<file path="config.mk">
export PLATFORM = sky130hd
export DESIGN_NAME = csf_status_regs
export DESIGN_NICKNAME = d
export VERILOG_FILES = /design/src/csf_pkg.sv /design/src/csf_flag_unit.sv /design/src/csf_status_regs.sv
export SDC_FILE = /design/constraint.sdc
export NUM_CORES = 1
export LEC_CHECK = 0
export ABC_AREA = 1
export BUFFER_PORTS_ARGS = -buffer_cell sky130_fd_sc_hd__buf_2
export CORE_ASPECT_RATIO = 1.4
export CORE_UTILIZATION = 30
export CTS_BUF_LIST = sky130_fd_sc_hd__clkbuf_8 sky130_fd_sc_hd__clkbuf_16
export DETAILED_ROUTE_END_ITERATION = 12
export RECOVER_POWER = 50
export REMOVE_ABC_BUFFERS = 1
export SYNTH_ARGS = -nofsm -noshare
export SYNTH_HDL_FRONTEND = slang
export SYNTH_SLANG_ARGS = --single-unit
</file>
<file path="constraint.sdc">
create_clock -name clk -period 2.1 [get_ports clk]
set_input_delay 0.42 -clock clk [delete_from_list [all_inputs] [get_ports clk]]
set_output_delay 0.42 -clock clk [all_outputs]
set_load 0.005 [all_outputs]
</file>
<file path="src/csf_pkg.sv">
// Package of constants and types for the CPU status flag register bank
package csf_pkg;

  // ==========================================================
  // Bus geometry
  // ==========================================================
  localparam int CSF_ADDR_W = 4;
  localparam int CSF_DATA_W = 32;
  localparam int CSF_BE_W = 4;

  // ==========================================================
  // Register byte offsets
  // ==========================================================
  localparam logic [3:0] CSF_OFS_STATUS = 4'h0;
  localparam logic [3:0] CSF_OFS_CORE_CTRL = 4'h4;
  localparam logic [3:0] CSF_OFS_INT_CTRL = 4'h8;

  // ==========================================================
  // Status word fields
  // ==========================================================
  localparam int CSF_PRIO_LSB = 5;
  localparam int CSF_PRIO_MSB = 7;
  localparam int CSF_BIT_REPEAT = 4;
  localparam int CSF_BIT_NEG = 3;
  localparam int CSF_BIT_OVF = 2;
  localparam int CSF_BIT_ZERO = 1;
  localparam int CSF_BIT_CARRY = 0;
  localparam int CSF_BIT_SAT_A = 13;
  localparam int CSF_BIT_SAT_B = 12;
  localparam int CSF_BIT_SAT_AB = 11;

  // Core control and interrupt control fields
  localparam int CSF_BIT_PRIO_MSB = 3;
  localparam int CSF_BIT_NEST_DIS = 15;

  // Priority code that masks every user interrupt
  localparam logic [2:0] CSF_PRIO_TOP = 3'h7;

  // ==========================================================
  // Values after reset
  // ==========================================================
  localparam logic [2:0] CSF_RST_PRIO = 3'h0;
  localparam logic CSF_RST_PRIO_MSB = 1'b0;
  localparam logic CSF_RST_NEST_DIS = 1'b0;
  localparam logic CSF_RST_FLAG = 1'b0;

  // ==========================================================
  // Types
  // ==========================================================
  typedef struct packed {
    logic neg;
    logic ovf;
    logic zero;
    logic carry;
  } csf_arith_t;

  typedef struct packed {
    logic neg_we;
    logic ovf_we;
    logic zero_we;
    logic zero_sticky;
    logic carry_we;
  } csf_upd_t;

  typedef enum logic [1:0] {
    CSF_BUS_IDLE = 2'b01,
    CSF_BUS_ACK = 2'b10
  } csf_bus_st_t;

endpackage

</file>
<file path="src/csf_flag_unit.sv">
// Next-value logic for the four arithmetic flags
`timescale 1ns/1ps
module csf_flag_unit
  import csf_pkg::*;
(
  input wire csf_arith_t cur, // Flags held now
  input wire logic sw_we, // Software writes low byte
  input wire csf_arith_t sw_val, // Flags written by software
  input wire csf_upd_t upd, // Per-flag update strobes from ALU
  input wire csf_arith_t res, // Result flags from ALU
  output csf_arith_t nxt // Next flag values
);

  always_comb begin
    nxt = sw_we ? sw_val : cur;
    // ALU update takes precedence over a software write
    if (upd.neg_we) begin
      nxt.neg = res.neg;
    end
    if (upd.ovf_we) begin
      nxt.ovf = res.ovf;
    end
    if (upd.zero_we) begin
      // Sticky mode: zero result keeps flag, nonzero clears
      if (!res.zero) begin
        nxt.zero = 1'b0;
      end else if (!upd.zero_sticky) begin
        nxt.zero = 1'b1;
      end else begin
        nxt.zero = cur.zero;
      end
    end
    if (upd.carry_we) begin
      nxt.carry = res.carry;
    end
  end

endmodule

</file>
<file path="src/csf_status_regs.sv">
// CPU status word register bank with Avalon-MM slave
//
// The Avalon-MM register port and the register offsets were left to the implementer.
`timescale 1ns/1ps
module csf_status_regs
  import csf_pkg::*;
(
  input wire logic clk, // Processor clock
  input wire logic rst, // Async reset, active high
  input wire logic [CSF_ADDR_W-1:0] avs_address, // Byte address
  input wire logic avs_read, // Read request
  input wire logic avs_write, // Write request
  input wire logic [CSF_DATA_W-1:0] avs_writedata, // Write data
  input wire logic [CSF_BE_W-1:0] avs_byteenable, // Byte enables
  output logic [CSF_DATA_W-1:0] avs_readdata, // Read data
  output logic avs_waitrequest, // Stall request
  input wire csf_upd_t alu_upd, // Flag update strobes
  input wire csf_arith_t alu_res, // ALU result flags
  input wire logic repeat_busy, // Repeat loop executing
  input wire logic sat_a_set, // Accumulator A saturated
  input wire logic sat_b_set, // Accumulator B saturated
  input wire logic prio_load, // Exception unit loads priority
  input wire logic [3:0] prio_value, // Priority to load
  output logic [15:0] status_word, // Full status word
  output logic [3:0] cpu_priority, // Four-bit priority level
  output logic user_irq_block // User interrupts masked
);

  // ==========================================================
  // State
  // ==========================================================
  csf_bus_st_t bus_st_ff;
  csf_bus_st_t nxt_bus_st;
  logic [CSF_DATA_W-1:0] rdata_ff;
  logic [CSF_DATA_W-1:0] nxt_rdata;
  logic [2:0] prio_ff;
  logic [2:0] nxt_prio;
  logic prio_msb_ff;
  logic nxt_prio_msb;
  logic nest_dis_ff;
  logic nxt_nest_dis;
  logic repeat_ff;
  logic nxt_repeat;
  logic sat_a_ff;
  logic nxt_sat_a;
  logic sat_b_ff;
  logic nxt_sat_b;
  csf_arith_t arith_ff;
  csf_arith_t nxt_arith;
  csf_arith_t sw_arith;
  logic bus_req;
  logic bus_acc;
  logic wr_acc;
  logic wr_status;
  logic wr_status_lo;
  logic wr_status_hi;
  logic wr_core;
  logic wr_int;
  logic [15:0] status_view;

  // ==========================================================
  // Bus handshake
  // ==========================================================
  assign bus_req = avs_read | avs_write;
  assign avs_waitrequest = bus_req & (bus_st_ff == CSF_BUS_IDLE);
  assign bus_acc = bus_req & (bus_st_ff == CSF_BUS_ACK);
  assign wr_acc = avs_write & bus_acc;
  assign wr_status = wr_acc & (avs_address == CSF_OFS_STATUS);
  assign wr_status_lo = wr_status & avs_byteenable[0];
  assign wr_status_hi = wr_status & avs_byteenable[1];
  assign wr_core = wr_acc & (avs_address == CSF_OFS_CORE_CTRL)
                   & avs_byteenable[0];
  assign wr_int = wr_acc & (avs_address == CSF_OFS_INT_CTRL)
                  & avs_byteenable[1];
  assign avs_readdata = rdata_ff;

  always_comb begin
    nxt_bus_st = bus_st_ff;
    case (bus_st_ff)
      CSF_BUS_IDLE: begin
        if (bus_req) begin
          nxt_bus_st = CSF_BUS_ACK;
        end
      end
      CSF_BUS_ACK: begin
        nxt_bus_st = CSF_BUS_IDLE;
      end
      default: begin
        nxt_bus_st = CSF_BUS_IDLE;
      end
    endcase
  end

  // ==========================================================
  // Status word view
  // ==========================================================
  always_comb begin
    status_view = 16'h0000;
    status_view[CSF_PRIO_MSB:CSF_PRIO_LSB] = prio_ff;
    status_view[CSF_BIT_REPEAT] = repeat_ff;
    status_view[CSF_BIT_NEG] = arith_ff.neg;
    status_view[CSF_BIT_OVF] = arith_ff.ovf;
    status_view[CSF_BIT_ZERO] = arith_ff.zero;
    status_view[CSF_BIT_CARRY] = arith_ff.carry;
    status_view[CSF_BIT_SAT_A] = sat_a_ff;
    status_view[CSF_BIT_SAT_B] = sat_b_ff;
    status_view[CSF_BIT_SAT_AB] = sat_a_ff | sat_b_ff;
  end

  assign status_word = status_view;
  assign cpu_priority = {prio_msb_ff, prio_ff};
  assign user_irq_block = (prio_ff == CSF_PRIO_TOP) | prio_msb_ff;

  // ==========================================================
  // Read data, captured while the request waits
  // ==========================================================
  always_comb begin
    nxt_rdata = rdata_ff;
    if (avs_read && bus_st_ff == CSF_BUS_IDLE) begin
      nxt_rdata = '0;
      case (avs_address)
        CSF_OFS_STATUS: begin
          nxt_rdata[15:0] = status_view;
        end
        CSF_OFS_CORE_CTRL: begin
          nxt_rdata[CSF_BIT_PRIO_MSB] = prio_msb_ff;
        end
        CSF_OFS_INT_CTRL: begin
          nxt_rdata[CSF_BIT_NEST_DIS] = nest_dis_ff;
        end
        default: begin
          nxt_rdata = '0;
        end
      endcase
    end
  end

  // ==========================================================
  // Priority, control bits and saturation flags
  // ==========================================================
  always_comb begin
    nxt_prio = prio_ff;
    nxt_prio_msb = prio_msb_ff;
    nxt_nest_dis = nest_dis_ff;
    nxt_repeat = repeat_busy;
    nxt_sat_a = sat_a_ff;
    nxt_sat_b = sat_b_ff;
    // Locked field ignores software while nesting is disabled
    if (wr_status_lo && !nest_dis_ff) begin
      nxt_prio = avs_writedata[CSF_PRIO_MSB:CSF_PRIO_LSB];
    end
    if (wr_core) begin
      nxt_prio_msb = avs_writedata[CSF_BIT_PRIO_MSB];
    end
    if (wr_int) begin
      nxt_nest_dis = avs_writedata[CSF_BIT_NEST_DIS];
    end
    // Exception entry and return override software
    if (prio_load) begin
      nxt_prio = prio_value[2:0];
      nxt_prio_msb = prio_value[3];
    end
    // Clearing the combined flag clears both
    if (wr_status_hi) begin
      nxt_sat_a = avs_writedata[CSF_BIT_SAT_A]
                  & avs_writedata[CSF_BIT_SAT_AB];
      nxt_sat_b = avs_writedata[CSF_BIT_SAT_B]
                  & avs_writedata[CSF_BIT_SAT_AB];
    end
    // Hardware set wins over a software clear
    if (sat_a_set) begin
      nxt_sat_a = 1'b1;
    end
    if (sat_b_set) begin
      nxt_sat_b = 1'b1;
    end
  end

  // ==========================================================
  // Arithmetic flags
  // ==========================================================
  always_comb begin
    sw_arith.neg = avs_writedata[CSF_BIT_NEG];
    sw_arith.ovf = avs_writedata[CSF_BIT_OVF];
    sw_arith.zero = avs_writedata[CSF_BIT_ZERO];
    sw_arith.carry = avs_writedata[CSF_BIT_CARRY];
  end

  csf_flag_unit u_flags (
    .cur(arith_ff),
    .sw_we(wr_status_lo),
    .sw_val(sw_arith),
    .upd(alu_upd),
    .res(alu_res),
    .nxt(nxt_arith)
  );

  // ==========================================================
  // Registers
  // ==========================================================
  always_ff @(posedge clk or posedge rst) begin
    if (rst) begin
      bus_st_ff <= CSF_BUS_IDLE;
      rdata_ff <= '0;
      prio_ff <= CSF_RST_PRIO;
      prio_msb_ff <= CSF_RST_PRIO_MSB;
      nest_dis_ff <= CSF_RST_NEST_DIS;
      repeat_ff <= CSF_RST_FLAG;
      sat_a_ff <= CSF_RST_FLAG;
      sat_b_ff <= CSF_RST_FLAG;
      arith_ff <= '0;
    end else begin
      bus_st_ff <= nxt_bus_st;
      rdata_ff <= nxt_rdata;
      prio_ff <= nxt_prio;
      prio_msb_ff <= nxt_prio_msb;
      nest_dis_ff <= nxt_nest_dis;
      repeat_ff <= nxt_repeat;
      sat_a_ff <= nxt_sat_a;
      sat_b_ff <= nxt_sat_b;
      arith_ff <= nxt_arith;
    end
  end
endmodule

</file>
==> results.json <==
{
  "tritoncts": "yes",
  "route.vias.total": 1334,
  "slew_viol_final": 0,
  "h-tree-depth": 1,
  "path_buf_inv": 1,
  "cp_data_required_time_ns": 1.68,
  "initial_antenna_violation_count": 0,
  "cts-root-buf": "clkbuf_8",
  "cell_count_of_the_worst_hold_path": 1,
  "timing.critical_path.max_delay_family": "flip-flops",
  "fin_area_sq_um": 1830,
  "cp-end-kind": "output pin",
  "cts.repair_timing.setup_buffer_count": 0,
  "post-synth-top-area-fraction": 0.400,
  "mapped_area_sq_um": 1560,
  "static-leakage-power_uw": 0.00109,
  "drive_gt1_frac": 0.297,
  "powerDensity_nw_per_um2": 672,
  "grt-ovfl-total": 0,
  "type_of_the_worst_setup_path": "reg2out",
  "die_x_um": 63.0,
  "initial_core_util": 0.318,
  "worstPathMaxFanout": 15,
  "final_cell_mix": "buf_2 (64), nand2_1 (52), conb_1 (25), dfrtp_1 (25)",
  "via_count_of_the_first_global_routing_pass": 1177,
  "slowest_stage_cell_on_the_critical_path": "dfstp_1",
  "grt_pass1_wl_um": 5460,
  "design.die.area_sq_um": 5510,
  "postPlaceCellArea_sq_um": 1810,
  "slew-limit-headroom": 0.0741,
  "antenna-diode-count": 0,
  "portion_of_the_clock_cycle_consumed_by_the_worst_path_in_the_final_layout": 0.832,
  "syn_inst": 199,
  "final_cells": 323,
  "clock_sink_count": 26,
  "timing.final.hold_violations": 0,
  "status": "finished, final reports clean",
  "tightestPinTransition_ns": 1.39,
  "synthToLayoutAreaGrowth_pct": 17.2,
  "dp_cells": 319,
  "fin_nets": 321,
  "total_detailed_routing_wirelength_um": 3280,
  "min_period_ns": 1.75,
  "globalplace.congestion": 0.694,
  "clk_pin_slew_worst_paths_ns": 0.09,
  "post_drt_via_cell_ratio": 4.13,
  "synth-seq-area-share": 0.417,
  "achievable-frequency_ghz": 0.573,
  "worst_skew_pair_later_pin_latency_ns": 0.26,
  "drcViolationCount": 0,
  "wl_per_cell_um": 10.2,
  "layout.core_utilization": 0.373,
  "number_of_buffers_added_to_fix_hold_violations_after_cts": 0,
  "totalNegativeSetupSlack_ns": 0,
  "portBuffers": 66,
  "unrepaired_setup_endpoints_after_global_routing": "false",
  "ctsResizeCount": 0,
  "detail-route-antenna-nets": 0,
  "netlist.top_cell.by_area": "dfrtp_1",
  "hpwl_um": 2630,
  "synth_area_per_cell_sq_um": 7.86,
  "yosysWarnings": 0,
  "critical_path_cell_count": 3,
  "grt_max_degree": 27,
  "clk_path_buf_depth": 2,
  "power.ir.vdd_worst_mv": 0.299,
  "drtPass1Iterations": 4,
  "worst-endpoint-arrival_ns": 1.33,
  "ff2ff_path_depth": 4,
  "cts_made_buffers": 3,
  "timing.max_cap.violations": 0,
  "fin_worst_skew_ns": 0.00160,
  "design.core.area_sq_um": 4920,
  "netlist_top_cells_area": "dfrtp_1 (40%), buf_4 (15%), nand2_1 (12%), o21ai_0 (6.7%), inv_1 (4.8%)",
  "final-setup-viol-count": 0,
  "cpPeakStageDelay_ns": 0.54,
  "grtUsageTotal": 0.127,
  "synth.lib_cells_used.distinct": 27,
  "num_rows": 30,
  "die-height_um": 87.4,
  "crit_path_cell_trace": "nand2_2 > nor2_1 > buf_2",
  "detailedRoute.firstIterationViolations": 30,
  "num_io_pins": 115,
  "synth.ff_latch_count": 26,
  "final_common_cell": "buf_2",
  "min_delay_worst_type": "in2reg",
  "startpoint_type": "flip-flop"
}
==> cells by family after synthesis <==
kind of cell / share of synthesized area
simple gates: 0.263
other cells: 0.00240
buf+inv: 0.221
compound gates: 0.0968
flops: 0.417
==> synth_stat cells <==
| cell type | count |
|---|---|
| nand2_1 | 52 |
| buf_4 | 32 |
| dfrtp_1 | 25 |
| o21ai_0 | 21 |
| inv_1 | 20 |
| nand3_1 | 15 |
| nor2_1 | 8 |
| nand2_2 | 3 |
| nand4_1 | 3 |
| a21oi_2 | 2 |
| nand3_2 | 2 |
| a21oi_1 | 1 |
| a31o_2 | 1 |
| buf_2 | 1 |
| buf_6 | 1 |
| clkbuf_2 | 1 |
| clkinv_1 | 1 |
| clkinv_2 | 1 |
| conb_1 | 1 |
| dfstp_2 | 1 |
| nand2_4 | 1 |
| nor2_2 | 1 |
| nor2_4 | 1 |
| nor2_8 | 1 |
| nor3_1 | 1 |
| o211ai_1 | 1 |
| o21bai_1 | 1 |
==> registers in the layout (all words and copies together) (netlist names) <==
register / cells
avs_readdata: 12
status_word: 4
prio_ff: 3
bus_st_ff: 2
nest_dis_ff: 1
prio_msb_ff: 1
repeat_ff: 1
sat_a_ff: 1
sat_b_ff: 1
==> cell type report <==
cell class	instances	area, sq um
tap	64	80.1
multi-input combinational	140	641
clock buffer	3	41.3
fill	545	3080
clock inverter	1	3.75
inverter	22	83.8
timing repair buffer	67	332
sequential	26	652
==> power breakdown <==
group / switching (uW) / total, uW / leakage, uW / internal [uW]
clock network: 148 / 279 / 0.0000269 / 131
logic: 223 / 343 / 0.000740 / 121
registers: 40.5 / 609 / 0.000326 / 568
==> through the flow <==
step | setup WS, ns | total power (uW) | hold slack (ns)
3_5_place_dp | 0.655 | 981 | 0.494
3_3_place_gp | 0.648 | 975 | 0.482
5_1_grt | 0.266 | 1320 | 0.257
6_report | 0.354 | 1230 | 0.260
2_1_floorplan | 0.872 | 817 | 0.451
4_1_cts | 0.354 | 1270 | 0.204
==> path summary, 6_finish.rpt <==
path | start | endpoint | slack (ns)
hold reg to reg | nest_dis_ff$_DFFE_PP0P_ | avs_readdata[15]$_DFFE_PP0P_ | 0.51
max in group asynchronous | rst | avs_readdata[11]$_DFFE_PP0P_ | 0.68
setup / recovery | bus_st_ff[0]$_DFFE_PP1P_ | avs_waitrequest | 0.35
min in group asynchronous | rst | status_word[0]$_DFFE_PP0P_ | 0.60
setup reg to reg | bus_st_ff[0]$_DFFE_PP1P_ | avs_readdata[3]$_DFFE_PP0P_ | 0.76
hold / removal | repeat_busy | repeat_ff$_DFF_PP0_ | 0.26
==> worst reg2reg max path, cell delays in order, from the launching register on <==
cell      delay [ns]
dfstp_1         0.54
nand2_2         0.21
nor2_8          0.23
nand2_2         0.12
o211ai_1        0.17
==> routing by layer <==
metal	vias up	share of wire	global-route usage
met4	0	0.0058	0.0444
met2	53	0.51	0.229
met5	-	0	0
met3	2	0.060	0.0144
li1	692	-	-
met1	587	0.42	0.154
(Power assumes the default switching activity.)
